File: config.mk
export PLATFORM = sky130hd
export DESIGN_NAME = ectcs_core
export DESIGN_NICKNAME = d
export VERILOG_FILES = /design/src/verilog/ectcs_pkg.sv /design/src/verilog/ectcs_core.sv /design/src/verilog/ectcs_hold.sv
export SDC_FILE = /design/constraint.sdc
export NUM_CORES = 1
export LEC_CHECK = 0
export BUFFER_PORTS_ARGS = -buffer_cell sky130_fd_sc_hd__buf_2
export CORE_MARGIN = 3
export CORE_UTILIZATION = 60
export CTS_CLUSTER_SIZE = 40
export DETAILED_ROUTE_END_ITERATION = 8
export GPL_ROUTABILITY_DRIVEN = 1
export PLACE_DENSITY = 0.92
export SKIP_CTS_REPAIR_TIMING = 1
export SLEW_MARGIN = 15
export SYNTH_ARGS = -nofsm -noshare
export SYNTH_HDL_FRONTEND = slang
export SYNTH_SLANG_ARGS = --single-unit
File: constraint.sdc
create_clock -name clock_i -period 13.9 [get_ports clock_i]
set_clock_uncertainty 0.15 [all_clocks]
set_input_delay 2.085 -clock clock_i [delete_from_list [all_inputs] [get_ports clock_i]]
set_output_delay 2.085 -clock clock_i [all_outputs]
set_load 0.01 [all_outputs]
File: src/verilog/ectcs_pkg.sv
// ectcs_pkg: shared constants and carrier types of the continuity tester command set
package ectcs_pkg;

    // ======================================================================
    // value encodings (integers in the documented resolution steps)
    // resistance in milliohm, voltage in 10 mV, time in 100 ms, current in 100 mA
    localparam logic [10:0] ECTCS_RES_MIN      = 11'd1;
    localparam logic [10:0] ECTCS_RES_MAX_BIG  = 11'd1200;
    localparam logic [10:0] ECTCS_RES_MAX_SML  = 11'd600;
    localparam logic [10:0] ECTCS_RES_DEF      = 11'd1;
    localparam logic [9:0]  ECTCS_VOLT_MIN     = 10'd1;
    localparam logic [9:0]  ECTCS_VOLT_MAX     = 10'd540;
    localparam logic [9:0]  ECTCS_VOLT_DEF     = 10'd60;
    localparam logic [13:0] ECTCS_TIME_MIN     = 14'd3;
    localparam logic [13:0] ECTCS_TIME_MAX     = 14'd9990;
    localparam logic [13:0] ECTCS_TIME_DEF     = 14'd10;
    localparam logic [13:0] ECTCS_TIME_FINE    = 14'd999;
    localparam logic [13:0] ECTCS_TIME_COARSE  = 14'd10;
    // over-voltage limit 5.4 V: current(0.1 A) * res(mohm) = 1e4 * V
    localparam logic [20:0] ECTCS_OVOLT_LIM    = 21'd54000;
    // over-resistance 0.6 ohm: volt(10 mV)*10000 > 600 * cur(100 mA) * 100
    localparam logic [23:0] ECTCS_ORES_SCALE   = 24'd1000;
    localparam logic [23:0] ECTCS_ORES_LIM     = 24'd6000;
    localparam logic [9:0]  ECTCS_CUR_DEF      = 10'd30;

    // status register bits
    localparam int ECTCS_DSR_TEST_BIT  = 2;
    localparam int ECTCS_DSR_OUTON_BIT = 3;

    // clock 25 MHz, 100 ms timer tick
    localparam int ECTCS_CLK_HZ     = 25000000;
    localparam int ECTCS_TICK_MS    = 100;
    localparam int ECTCS_TICK_CYC   = ECTCS_CLK_HZ / 1000 * ECTCS_TICK_MS;

    // ======================================================================
    // command and screen codes
    typedef enum logic [3:0] {
        ECTCS_CMD_NONE      = 4'h0,
        res_upper_ref_cmd   = 4'h1,
        volt_upper_ref_cmd  = 4'h2,
        ECTCS_CMD_OFFSET    = 4'h3,
        test_timer_cmd      = 4'h4,
        begin_test_cmd      = 4'h5,
        ECTCS_CMD_STOP      = 4'h6,
        ECTCS_CMD_SCREEN    = 4'h7,
        resistance_judge_select = 4'h8,
        voltage_judge_select    = 4'h9,
        current_reading_query   = 4'ha,
        monitor_query           = 4'hb,
        voltage_reading_query   = 4'hc,
        ECTCS_CMD_QUERY_SET     = 4'hd
    } ectcs_cmd_t;

    localparam logic [2:0] ECTCS_SCR_MAIN   = 3'h0;
    localparam logic [2:0] ECTCS_SCR_PROG   = 3'h1;
    localparam logic [2:0] ECTCS_SCR_EDIT   = 3'h2;
    localparam logic [2:0] system_setup_screen = 3'h3;
    localparam logic [2:0] ECTCS_SCR_OFFSET = 3'h4;
    localparam logic [2:0] ECTCS_SCR_OTHER  = 3'h5;

    typedef enum logic [1:0] {
        ECTCS_ST_IDLE = 2'b00,
        ECTCS_ST_TEST = 2'b01,
        ECTCS_ST_DONE = 2'b11,
        ECTCS_ST_PROT = 2'b10
    } ectcs_state_t;

    // ======================================================================
    // carriers
    typedef struct packed {
        ectcs_cmd_t  cmd;
        logic [13:0] value;
        logic        flag;
    } ectcs_req_t;

    typedef struct packed {
        logic [10:0] res;
        logic [9:0]  volt;
        logic [9:0]  cur;
    } ectcs_meas_t;

    typedef struct packed {
        logic [7:0]  dsr;
        logic [10:0] res;
        logic [9:0]  cur;
        logic [10:0] res_max;
        logic [9:0]  volt;
        logic [9:0]  volt_max;
        logic [13:0] time_v;
        logic        volt_mode;
    } ectcs_mon_t;

endpackage
File: src/verilog/ectcs_core.sv
// ectcs_core: command interpreter of the earth continuity tester
`timescale 1ns/1ps
module ectcs_core
    import ectcs_pkg::*;
#(
    parameter bit          BIG_VARIANT = 1'b1,
    parameter int unsigned TICK_CYC    = ECTCS_TICK_CYC
)(
    input  wire logic        clock_i,
    input  wire logic        rstn_i,
    input  wire logic        req_valid_i,
    input  wire ectcs_req_t  req_i,
    input  wire logic [10:0] res_lower_i,
    input  wire logic [9:0]  volt_lower_i,
    input  wire logic        lower_judge_on_i,
    input  wire logic [9:0]  test_current_i,
    input  wire logic        rating_exceeded_i,
    input  wire logic        power_over_i,
    input  wire logic        fail_i,
    input  wire logic        pass_i,
    input  wire logic        pass_hold_i,
    input  wire logic        prog_running_i,
    input  wire logic        step_at_hold_i,
    input  wire ectcs_meas_t meas_i,
    input  wire logic [2:0]  screen_shown_i,
    output logic             ack_o,
    output logic             reject_o,
    output logic [13:0]      reply_o,
    output logic             reply_flag_o,
    output ectcs_mon_t       mon_o,
    output logic             mon_valid_o,
    output logic [10:0]      res_upper_o,
    output logic [9:0]       volt_upper_o,
    output logic             volt_mode_o,
    output logic             offset_on_o,
    output logic [13:0]      test_time_o,
    output logic             timer_on_o,
    output logic [2:0]       screen_sel_o,
    output logic             testing_o,
    output logic             step_advance_o,
    output logic             limit_order_warn_o,
    output logic             overvoltage_setting_flag_o,
    output logic             over_resistance_flag_o,
    output logic             over_rating_flag_o,
    output logic             overload_o,
    output logic             blink_o,
    output logic [7:0]       status_o
);
    // ======================================================================
    // state
    typedef struct packed {
        logic [10:0]  res_up;
        logic [9:0]   volt_up;
        logic         volt_mode;
        logic         offset_on;
        logic [13:0]  ttime;
        logic         timer_on;
        logic [2:0]   screen;
        ectcs_state_t state;
        logic [13:0]  elapsed;
        logic [23:0]  tick_cnt;
        logic         ack;
        logic         reject;
        logic [13:0]  reply;
        logic         reply_flag;
        ectcs_mon_t   mon;
        logic         mon_valid;
        logic         step_adv;
        logic         warn;
        logic         ovolt;
        logic         ores;
        logic         orate;
        logic         oload;
        logic         blink;
        logic [23:0]  blink_cnt;
        logic         testing;
    } ectcs_st_t;

    ectcs_st_t   st_r;
    ectcs_st_t   st_nxt;
    ectcs_meas_t held;
    logic [10:0] res_max;
    logic [9:0]  volt_max;
    logic [10:0] res_lim;
    logic        block_start;
    logic [20:0] vi_prod;
    logic [23:0] v_scaled;
    logic [23:0] i_scaled;
    logic [13:0] remain;
    logic        live;

    // ======================================================================
    // helpers
    function automatic logic time_ok(input logic [13:0] t);
        // fine steps up to 99.9 s, whole seconds from 100 s
        time_ok = (t >= ECTCS_TIME_MIN) && (t <= ECTCS_TIME_MAX) &&
                  ((t <= ECTCS_TIME_FINE) || ((t % ECTCS_TIME_COARSE) == 14'h0));
    endfunction

    function automatic logic start_screen(input logic [2:0] s);
        start_screen = (s == ECTCS_SCR_MAIN) || (s == ECTCS_SCR_OFFSET) ||
                       (s == ECTCS_SCR_PROG);
    endfunction

    assign live = (st_r.state == ECTCS_ST_TEST);

    ectcs_hold u_hold (
        .clock_i    (clock_i),
        .rstn_i     (rstn_i),
        .live_i     (live),
        .meas_i     (meas_i),
        .held_o     (held),
        .res_max_o  (res_max),
        .volt_max_o (volt_max)
    );

    // ======================================================================
    // setting checks, combinational from stored refs and test current
    always_comb begin
        res_lim  = BIG_VARIANT ? ECTCS_RES_MAX_BIG : ECTCS_RES_MAX_SML;
        vi_prod  = 21'(test_current_i) * 21'(st_r.res_up);
        v_scaled = 24'(st_r.volt_up) * ECTCS_ORES_SCALE;
        // volt/cur over 0.6 ohm reduces to volt * 1000 above cur * 6000 in these units
        i_scaled = 24'(test_current_i) * ECTCS_ORES_LIM;
        remain   = (st_r.ttime > st_r.elapsed) ? (st_r.ttime - st_r.elapsed) : 14'h0;
        block_start = st_r.warn || st_r.ovolt || st_r.ores || st_r.orate;
    end

    // ======================================================================
    // next state
    always_comb begin
        st_nxt            = st_r;
        st_nxt.ack        = 1'b0;
        st_nxt.reject     = 1'b0;
        st_nxt.mon_valid  = 1'b0;
        st_nxt.step_adv   = 1'b0;

        st_nxt.warn  = lower_judge_on_i &&
                       (st_r.volt_mode ? (st_r.volt_up < volt_lower_i)
                                       : (st_r.res_up < res_lower_i));
        st_nxt.ovolt = !st_r.volt_mode && (vi_prod > ECTCS_OVOLT_LIM);
        st_nxt.ores  = st_r.volt_mode && (v_scaled > i_scaled);
        st_nxt.orate = rating_exceeded_i;

        // blink divider for warning indications
        if (st_r.blink_cnt >= 24'(TICK_CYC * 5 - 1)) begin
            st_nxt.blink_cnt = 24'h0;
            st_nxt.blink     = !st_r.blink;
        end else begin
            st_nxt.blink_cnt = st_r.blink_cnt + 24'h1;
        end

        // test timing, 100 ms ticks
        case (st_r.state)
            ECTCS_ST_TEST: begin
                if (st_r.tick_cnt >= 24'(TICK_CYC - 1)) begin
                    st_nxt.tick_cnt = 24'h0;
                    if (st_r.elapsed != ECTCS_TIME_MAX) begin
                        st_nxt.elapsed = st_r.elapsed + 14'h1;
                    end
                end else begin
                    st_nxt.tick_cnt = st_r.tick_cnt + 24'h1;
                end
                if (power_over_i) begin
                    st_nxt.state = ECTCS_ST_PROT;
                    st_nxt.oload = 1'b1;
                end else if (fail_i || pass_i ||
                             (st_r.timer_on && st_r.elapsed >= st_r.ttime)) begin
                    st_nxt.state = (fail_i || pass_hold_i) ? ECTCS_ST_DONE : ECTCS_ST_IDLE;
                end
            end
            ECTCS_ST_IDLE, ECTCS_ST_DONE, ECTCS_ST_PROT: begin
                st_nxt.tick_cnt = 24'h0;
            end
            default: begin
                st_nxt.state = ECTCS_ST_IDLE;
            end
        endcase

        if (req_valid_i) begin
            st_nxt.ack = 1'b1;
            case (req_i.cmd)
                res_upper_ref_cmd: begin
                    if (req_i.value >= 14'(ECTCS_RES_MIN) && req_i.value <= 14'(res_lim)) begin
                        st_nxt.res_up    = req_i.value[10:0];
                        st_nxt.volt_mode = 1'b0;
                    end else begin
                        st_nxt.reject = 1'b1;
                    end
                    st_nxt.reply = 14'(st_r.res_up);
                end
                volt_upper_ref_cmd: begin
                    if (req_i.value >= 14'(ECTCS_VOLT_MIN) &&
                        req_i.value <= 14'(ECTCS_VOLT_MAX)) begin
                        st_nxt.volt_up   = req_i.value[9:0];
                        st_nxt.volt_mode = 1'b1;
                    end else begin
                        st_nxt.reject = 1'b1;
                    end
                    st_nxt.reply = 14'(st_r.volt_up);
                end
                ECTCS_CMD_OFFSET: begin
                    st_nxt.offset_on = req_i.flag;
                end
                test_timer_cmd: begin
                    if (time_ok(req_i.value)) begin
                        st_nxt.ttime    = req_i.value;
                        st_nxt.timer_on = req_i.flag;
                    end else begin
                        st_nxt.reject = 1'b1;
                    end
                end
                resistance_judge_select: begin
                    st_nxt.volt_mode = !req_i.flag;
                end
                voltage_judge_select: begin
                    st_nxt.volt_mode = req_i.flag;
                end
                begin_test_cmd: begin
                    if (!start_screen(st_r.screen)) begin
                        st_nxt.reject = 1'b1;
                    end else if (prog_running_i && step_at_hold_i) begin
                        st_nxt.step_adv = 1'b1;
                    end else if (block_start || st_r.state != ECTCS_ST_IDLE) begin
                        st_nxt.reject = 1'b1;
                    end else begin
                        st_nxt.state    = ECTCS_ST_TEST;
                        st_nxt.elapsed  = 14'h0;
                        st_nxt.tick_cnt = 24'h0;
                    end
                end
                ECTCS_CMD_STOP: begin
                    st_nxt.state = ECTCS_ST_IDLE;
                    st_nxt.oload = 1'b0;
                end
                ECTCS_CMD_SCREEN: begin
                    if (req_i.value <= 14'(ECTCS_SCR_OFFSET)) begin
                        st_nxt.screen = req_i.value[2:0];
                    end else begin
                        st_nxt.reject = 1'b1;
                    end
                end
                current_reading_query: begin
                    st_nxt.reply = 14'(live ? meas_i.cur : held.cur);
                end
                voltage_reading_query: begin
                    st_nxt.reply = 14'(live ? meas_i.volt : held.volt);
                end
                monitor_query: begin
                    st_nxt.mon.dsr       = 8'h0;
                    st_nxt.mon.dsr[ECTCS_DSR_TEST_BIT]  = live;
                    st_nxt.mon.dsr[ECTCS_DSR_OUTON_BIT] = live;
                    st_nxt.mon.volt_mode = st_r.volt_mode;
                    st_nxt.mon.res       = live ? meas_i.res : held.res;
                    st_nxt.mon.cur       = live ? meas_i.cur : held.cur;
                    st_nxt.mon.volt      = live ? meas_i.volt : held.volt;
                    st_nxt.mon.res_max   = res_max;
                    st_nxt.mon.volt_max  = volt_max;
                    st_nxt.mon.time_v    = st_r.timer_on ? remain : st_r.elapsed;
                    st_nxt.mon_valid     = 1'b1;
                end
                ECTCS_CMD_QUERY_SET: begin
                    st_nxt.reply      = (screen_shown_i > ECTCS_SCR_OFFSET) ?
                                        14'(ECTCS_SCR_OTHER) : 14'(screen_shown_i);
                    st_nxt.reply_flag = st_r.offset_on;
                end
                default: begin
                    st_nxt.reject = 1'b1;
                end
            endcase
        end
        // registered copy so the testing output comes straight from a flop
        st_nxt.testing = (st_nxt.state == ECTCS_ST_TEST);
    end

    // ======================================================================
    // registers
    always_ff @(posedge clock_i or negedge rstn_i) begin
        if (!rstn_i) begin
            st_r           <= '0;
            st_r.res_up    <= ECTCS_RES_DEF;
            st_r.volt_up   <= ECTCS_VOLT_DEF;
            st_r.ttime     <= ECTCS_TIME_DEF;
            st_r.screen    <= ECTCS_SCR_MAIN;
            st_r.state     <= ECTCS_ST_IDLE;
        end else begin
            st_r <= st_nxt;
        end
    end

    // ======================================================================
    // outputs, all straight from the state register
    assign ack_o                      = st_r.ack;
    assign reject_o                   = st_r.reject;
    assign reply_o                    = st_r.reply;
    assign reply_flag_o               = st_r.reply_flag;
    assign mon_o                      = st_r.mon;
    assign mon_valid_o                = st_r.mon_valid;
    assign res_upper_o                = st_r.res_up;
    assign volt_upper_o               = st_r.volt_up;
    assign volt_mode_o                = st_r.volt_mode;
    assign offset_on_o                = st_r.offset_on;
    assign test_time_o                = st_r.ttime;
    assign timer_on_o                 = st_r.timer_on;
    assign screen_sel_o               = st_r.screen;
    assign testing_o                  = st_r.testing;
    assign step_advance_o             = st_r.step_adv;
    assign limit_order_warn_o         = st_r.warn;
    assign overvoltage_setting_flag_o = st_r.ovolt;
    assign over_resistance_flag_o     = st_r.ores;
    assign over_rating_flag_o         = st_r.orate;
    assign overload_o                 = st_r.oload;
    assign blink_o                    = st_r.blink;
    assign status_o                   = st_r.mon.dsr;
endmodule

File: src/verilog/ectcs_hold.sv
// ectcs_hold: captures measurement words while testing, keeps last value after
`timescale 1ns/1ps
module ectcs_hold
    import ectcs_pkg::*;
(
    input  wire logic        clock_i,
    input  wire logic        rstn_i,
    input  wire logic        live_i,
    input  wire ectcs_meas_t meas_i,
    output ectcs_meas_t      held_o,
    output logic [10:0]      res_max_o,
    output logic [9:0]       volt_max_o
);
    typedef struct packed {
        ectcs_meas_t m;
        logic [10:0] rmax;
        logic [9:0]  vmax;
        logic        live_d;
    } ectcs_hold_st_t;

    ectcs_hold_st_t st_r;
    ectcs_hold_st_t st_nxt;

    // ======================================================================
    // capture; maxima restart on a new test
    always_comb begin
        st_nxt        = st_r;
        st_nxt.live_d = live_i;
        if (live_i) begin
            st_nxt.m = meas_i;
            if (!st_r.live_d) begin
                st_nxt.rmax = meas_i.res;
                st_nxt.vmax = meas_i.volt;
            end else begin
                if (meas_i.res > st_r.rmax) st_nxt.rmax = meas_i.res;
                if (meas_i.volt > st_r.vmax) st_nxt.vmax = meas_i.volt;
            end
        end
    end

    always_ff @(posedge clock_i or negedge rstn_i) begin
        if (!rstn_i) begin
            st_r <= '0;
        end else begin
            st_r <= st_nxt;
        end
    end

    assign held_o     = st_r.m;
    assign res_max_o  = st_r.rmax;
    assign volt_max_o = st_r.vmax;
endmodule

# Yosys cells after proc, flatten, opt, wreduce, memory -nomap -nowiden
# Index checks and enable logic that the tools add are counted.
dict set report totals {
  mem_bits_ro 0
  latchBits 0
  register_bits 252
  n_memories 0
  word_cells 177
  ram_bits 0
}
dict set report op_classes {
  eq_ne 24
  magnitude_cmp 18
  n_shift 0
  multipliers 3
  addsub 4
  n_mux 48
  reduce_logical 41
  bitwise_logic 0
  n_div 1
}
# operator count
set ops {}
lappend ops {{134-bit two-way mux} 1}
lappend ops {{40-bit two-way mux} 3}
lappend ops {{72-bit two-way mux} 1}
lappend ops {{14-bit case mux with 5 select lines} 1}
lappend ops {{14-bit two-way mux} 4}
lappend ops {{10-bit two-way mux} 5}
lappend ops {{24-bit by 1-bit adder with 24-bit output (second input constant)} 2}
lappend ops {{24-bit two-way mux} 2}
lappend ops {{24-bit case mux with 2 select lines} 1}
lappend ops {{38-bit two-way mux} 1}
lappend ops {{11-bit two-way mux} 3}
lappend ops {{14-bit by 10-bit less-or-equal comparator with 1-bit output (second input constant)} 2}
lappend ops {{4-bit == test (second input constant)} 6}
lappend ops {{24-bit by 22-bit >= comparator with 1-bit output (second input constant)} 1}
lappend ops {{24-bit >= comparator (second input constant)} 1}
lappend ops {{20-bit by 23-bit > comparator with 1-bit output} 1}
lappend ops {{21-bit by 16-bit > comparator with 1-bit output (second input constant)} 1}
lappend ops {{10-bit by 11-bit multiplier with 21-bit output} 1}
lappend ops {{21-bit two-way mux} 1}
lappend ops {{10-bit by 9-bit multiplier with 19-bit output (second input constant)} 1}
lappend ops {{10-bit by 7-bit multiplier with 17-bit output (second input constant)} 1}
lappend ops {{1-bit two-way mux} 17}
lappend ops {{4-bit by 3-bit == test with 1-bit output (second input constant)} 4}
lappend ops {{16-bit two-way mux} 1}
lappend ops {{other kinds (42)} 77}

# Depth between registers and ports, before layout
dict set report logic_depth {
  depth_word 12
  mapped_depth 26
}

# Cells and area by module
# A second synthesis with hierarchy kept.
dict set report hier_totals {
  hier_cells 2496
  hier_area_um2 22859.4
}
# module cells_each area_per_inst_um2 seq_area_each_um2 n_inst
set by_module_without_submodules {}
lappend by_module_without_submodules {ectcs_core 2259 19922.9 4913.5 1}
lappend by_module_without_submodules {ectcs_hold 237 2936.6 1326.3 1}

# Least setup slack after synthesis
# OpenSTA, ideal clock, no wires.
dict set report synth_timing {
  path_kind {input to register}
  from {input port test_current_i[4]}
  to {register st_r (netlist bit over_resistance_flag_o)}
  slack_ns 6.791
  t_arrival_ns 6.860
  stages 25
  setup_ns 0.099
  path_buffers 0
  cell_sequence {fa_1 inv_1 fa_1 inv_1 ha_1 inv_1 fa_1 inv_1 ha_1 a21oi_1 o21ai_0 a21oi_1 o21ai_0 a21oi_1 o21ai_0 a21oi_1 o21bai_1 a21oi_1 xor2_1 ha_1 nand4_1 nor3_1 a2111oi_0 o31ai_1 a311oi_1}
}
# element line_no
set synth_lines {}
lappend synth_lines {{start: declaration} ectcs_core.sv:16} ;# input wire logic [9:0] test_current_i,
lappend synth_lines {{end signal: assignment} ectcs_core.sv:287} ;# st_r <= st_nxt;
lappend synth_lines {{end: declaration} ectcs_core.sv:79} ;# ectcs_st_t st_r;

==> results <==
- Counting tap cells, the placed design contains a total of 2885 instances.
- The critical path data required time is 14.16 ns.
- The number of antenna violations at the first check in global routing came to 9.
- The count of warnings emitted by yosys is 0.
- For this block, the via count after detailed routing is 17900.
- The register area is 6240 um2.
- The worst-case IR drop observed on VDD is 0.0000834 V.
- The DRC violations left is 0.
- The share of the clock period used by the worst path after layout is 0.541.
- The number of distinct library cells after synthesis is 90.
- In this run the number of H-tree levels came out at 1.
- The run finished with clean final reports.
- The post-synthesis area per instance is 9.21 um2.
- The pin count of the biggest net entering global routing is 103.
- The final cell utilization of the core is 0.651.
- The synthesized area is 22100 um2.
- The worst setup timing slack at the placement stage is 5.92 ns.
- Yosys attributes the largest share of cell area to sky130_fd_sc_hd__dfrtp_1 (27%), sky130_fd_sc_hd__fa_1 (13%), sky130_fd_sc_hd__ha_1 (13%), sky130_fd_sc_hd__inv_1 (4.9%), sky130_fd_sc_hd__buf_4 (4.7%).
- In this run, the number of DRC markers left after iteration 0 of detailed routing was 1936.
- The kind of capture point of the worst setup path is a flip-flop.
- The arrival time at the worst endpoint is 7.78 ns.
- Detailed placement ended at an HPWL of 43500 um.
- In this run the worst hold path is classified as reg -> reg.
- The top-area cell type share of the netlist area is 0.274.
- Derived from the worst setup path, the maximum achievable clock frequency is 0.133 GHz.
- After filler insertion, the fill cell instance count of the layout stands at 2672.
- The number of detailed-route iterations in the first pass is 6.
- Summed over all cells, the static leakage comes to 12.2 nW.
- The most instantiated flip-flop cell in the synthesis netlist is sky130_fd_sc_hd__dfrtp_1.
- The multi-input combinational cells in the finished layout cover a total of 13400 um2.
- The number of enable-type register cells in the synthesized netlist is 0.
- The peak fanout along the critical path is 18.
- The count of maximum capacitance violations is 0.
- In this run the remaining antenna-violating nets after routing total 0.
- The synthesis-stage register bit count is 249.
- Setup repair after global routing left no endpoint under its margin.
- The detailed-route wire length per cell is 19.7 um.
- The total wire length after detailed routing is 57800 um.
- The floorplan step defined a core boundary enclosing 35900 um2.
- The post-synthesis cell type with the largest combined area is sky130_fd_sc_hd__dfrtp_1.
- Across all hold checks on the routed design, the worst slack comes to 0.322 ns.
- The net count of the finished layout is 2906.
- The cell at the root of the clock tree is sky130_fd_sc_hd__clkbuf_16.
- The design area is 23400 um2.
- The non-filler instance count after layout is 2934.
- The die area is 39100 um2.
- The number of cell rows is 69.
- The share of the Yosys chip area taken by registers is 0.283.
- By startpoint and endpoint, the worst setup path is classified as in -> reg.
- The number of global-route vias before repair is 18300.
- The overall power consumption is 2.90 mW.
- In the synthesized netlist the async set-or-reset flop fraction comes to 1.00.
- TritonCTS built the clock tree.
- Setup violations remaining at the end of the flow were counted as 0.
- The insertion delay of the later-clocked pin in the worst-skew pair is 0.52 ns.
- In the final layout, the share of cells above drive strength 1 is 0.156.
- The final count of hold timing violations is 0.
- The post-route setup TNS is 0 ns.
- The horizontal die dimension is 198 um.
- The first global-routing pass estimated 92400 um of wire.
- The total overflow left after global routing is 0.
- The combined global-route utilization of all metal layers is 0.290.
- At the pin with the least slew margin, the transition time is 1.20 ns.
- The synthesis-to-layout area growth is 5.88%.
- TritonCTS created 25 clock buffers.
- For this design the ratio of total power to cell area is 124 nW/um2.
- The per-cell via count in the routed design is 6.11.
- The number of pins exceeding their max-slew limit in the final report is 0.
- In this run the vertical extent of the chip is 198 um.
- Across all setup checks in the final design, the least slack found is 6.37 ns.
- STA classifies the critical path startpoint as an input port.
- The effective utilization at floorplan is 0.614.
- In the layout the commonest cells are sky130_fd_sc_hd__inv_1 (286), sky130_fd_sc_hd__dfrtp_1 (242), sky130_fd_sc_hd__buf_2 (228).
- The library cell used most frequently in the layout, excluding fill and tap cells, is sky130_fd_sc_hd__inv_1.
- The worst path needs 7.53 ns of the cycle, external delays included.
- The last weighted congestion value of the routability-driven placer is 0.946.
- The count of boundary I/O pins is 245.
- Headroom to the max-slew limit came out at 0.198.
- The cell area after placement is 22500 um2.
- The clock passes through at most 3 buffers.
- Clock-pin slew was measured on the worst setup and hold paths at 0.07 ns.
- During placement, the flow inserted port buffers numbering 229.
- In the synthesized netlist, the number of instances is 2396.
- For this design, the sink count on the clock tree is 249.
==> logic make-up after synthesis <==
kind of cell | after synthesis | share of synthesized area
adders and majority gates | 360 | 0.251
xor gates and xnor gates | 102 | 0.0405
DFF | 249 | 0.283
buffers and inverters | 513 | 0.111
other | 1 | 0.000170
muxes | 101 | 0.0521
and+or+nand+nor | 651 | 0.138
AOI/OAI and AO/OA | 419 | 0.124
==> where the power goes <==
part / internal (mW) / switching (mW)
Sequential: 0.880 / 0.130
Combinational: 0.515 / 0.712
Clock: 0.385 / 0.280
Total: 1.78 / 1.12
==> layer usage <==
| layer | wire length [um] | vias up | track usage |
|---|---|---|---|
| met2 | 27600 | 1012 | 0.492 |
| met4 | 2900 | 10 | 0.125 |
| li1 | - | 8022 | - |
| met1 | 21600 | 8659 | 0.364 |
| met3 | 5610 | 223 | 0.0577 |
| met5 | 77 | - | 0 |
==> registers in the layout, summed over array words and instances, names as in the netlist, 3 cells and up <==
name               count
test_time_o           14
reply_o               11
u_hold.volt_max_o     10
mon_o                 67
u_hold.res_max_o      11
res_upper_o           11
st_r                  64
screen_sel_o           3
volt_upper_o          10
u_hold.held_o         31
==> cell usage after synthesis (6+ instances only) <==
| master | instances |
|---|---|
| sky130_fd_sc_hd__o221ai_1 | 8 |
| sky130_fd_sc_hd__nor2b_1 | 21 |
| sky130_fd_sc_hd__a22oi_1 | 10 |
| sky130_fd_sc_hd__buf_4 | 137 |
| sky130_fd_sc_hd__or3_1 | 6 |
| sky130_fd_sc_hd__inv_1 | 286 |
| sky130_fd_sc_hd__a21o_1 | 33 |
| sky130_fd_sc_hd__and3_1 | 17 |
| sky130_fd_sc_hd__a211oi_1 | 15 |
| sky130_fd_sc_hd__nand3_1 | 45 |
| sky130_fd_sc_hd__nor3_1 | 36 |
| sky130_fd_sc_hd__mux2_2 | 70 |
| sky130_fd_sc_hd__clkbuf_1 | 77 |
| sky130_fd_sc_hd__nand2_1 | 206 |
| sky130_fd_sc_hd__nand4_1 | 26 |
| sky130_fd_sc_hd__dfstp_2 | 7 |
| sky130_fd_sc_hd__o21bai_1 | 10 |
| sky130_fd_sc_hd__nand2b_1 | 23 |
| sky130_fd_sc_hd__a21oi_1 | 118 |
| sky130_fd_sc_hd__dfrtp_1 | 242 |
| sky130_fd_sc_hd__o22ai_1 | 11 |
| sky130_fd_sc_hd__xor2_1 | 39 |
| sky130_fd_sc_hd__and2_1 | 48 |
| sky130_fd_sc_hd__o21ai_0 | 83 |
| sky130_fd_sc_hd__nor4_1 | 14 |
| sky130_fd_sc_hd__fa_1 | 139 |
| sky130_fd_sc_hd__mux2_4 | 9 |
| sky130_fd_sc_hd__nor2_1 | 182 |
| sky130_fd_sc_hd__ha_1 | 221 |
| sky130_fd_sc_hd__o211ai_1 | 7 |
| sky130_fd_sc_hd__mux2i_1 | 18 |
| sky130_fd_sc_hd__o31ai_1 | 7 |
| sky130_fd_sc_hd__xnor2_1 | 63 |
| sky130_fd_sc_hd__o21a_1 | 28 |
| sky130_fd_sc_hd__a31oi_1 | 21 |
| sky130_fd_sc_hd__a2111oi_0 | 9 |
==> final timing paths <==
kind                                        startpoint                          endpoint  slack, ns  depth (start not counted)
max                                  test_current_i[3]  over_resistance_flag_o$_DFF_PN0_       6.37                         25
min                                blink_o$_DFFE_PN0N_               blink_o$_DFFE_PN0N_       0.32                          1
max reg2reg                volt_upper_o[2]$_DFFE_PN1P_  over_resistance_flag_o$_DFF_PN0_       7.41                         26
min reg2reg                        blink_o$_DFFE_PN0N_               blink_o$_DFFE_PN0N_       0.32                          1
max in group asynchronous                       rstn_i             mon_o[32]$_DFFE_PN0P_      10.68                          2
min in group asynchronous                       rstn_i     u_hold.held_o[26]$_DFFE_PN0P_       1.45                          1
==> cell type report <==
| type | instances | share of cell area |
|---|---|---|
| flip-flops and latches | 249 | 0.267 |
| inverters | 289 | 0.0464 |
| multi-input cells | 1650 | 0.576 |
| well taps | 461 | 0.0247 |
| diodes | 4 | 0.000428 |
| clock inverters | 10 | 0.00444 |
| repair buffers | 236 | 0.0517 |
| clock buffers | 35 | 0.0297 |
==> worst max-delay path, cell delays in order <==
cell and delay (ns):
sky130_fd_sc_hd__buf_2 0.39, sky130_fd_sc_hd__fa_1 0.48, sky130_fd_sc_hd__ha_1 0.33, sky130_fd_sc_hd__ha_1 0.30, sky130_fd_sc_hd__inv_1 0.06, sky130_fd_sc_hd__fa_1 0.59
sky130_fd_sc_hd__inv_1 0.06, sky130_fd_sc_hd__ha_1 0.28, sky130_fd_sc_hd__a21o_1 0.17, sky130_fd_sc_hd__a21oi_1 0.21, sky130_fd_sc_hd__o21ai_0 0.12, sky130_fd_sc_hd__a21oi_1 0.23
sky130_fd_sc_hd__o21ai_0 0.12, sky130_fd_sc_hd__a21oi_1 0.22, sky130_fd_sc_hd__o21ai_0 0.14, sky130_fd_sc_hd__a21oi_1 0.25, sky130_fd_sc_hd__o21bai_1 0.09, sky130_fd_sc_hd__a21oi_1 0.22
sky130_fd_sc_hd__xor2_1 0.22, sky130_fd_sc_hd__ha_1 0.28, sky130_fd_sc_hd__nand4_1 0.09, sky130_fd_sc_hd__nor3_1 0.05, sky130_fd_sc_hd__a2111oi_0 0.42, sky130_fd_sc_hd__o31ai_1 0.13
sky130_fd_sc_hd__a311oi_1 0.23
No activity file was read; power rests on OpenSTA's default activity.
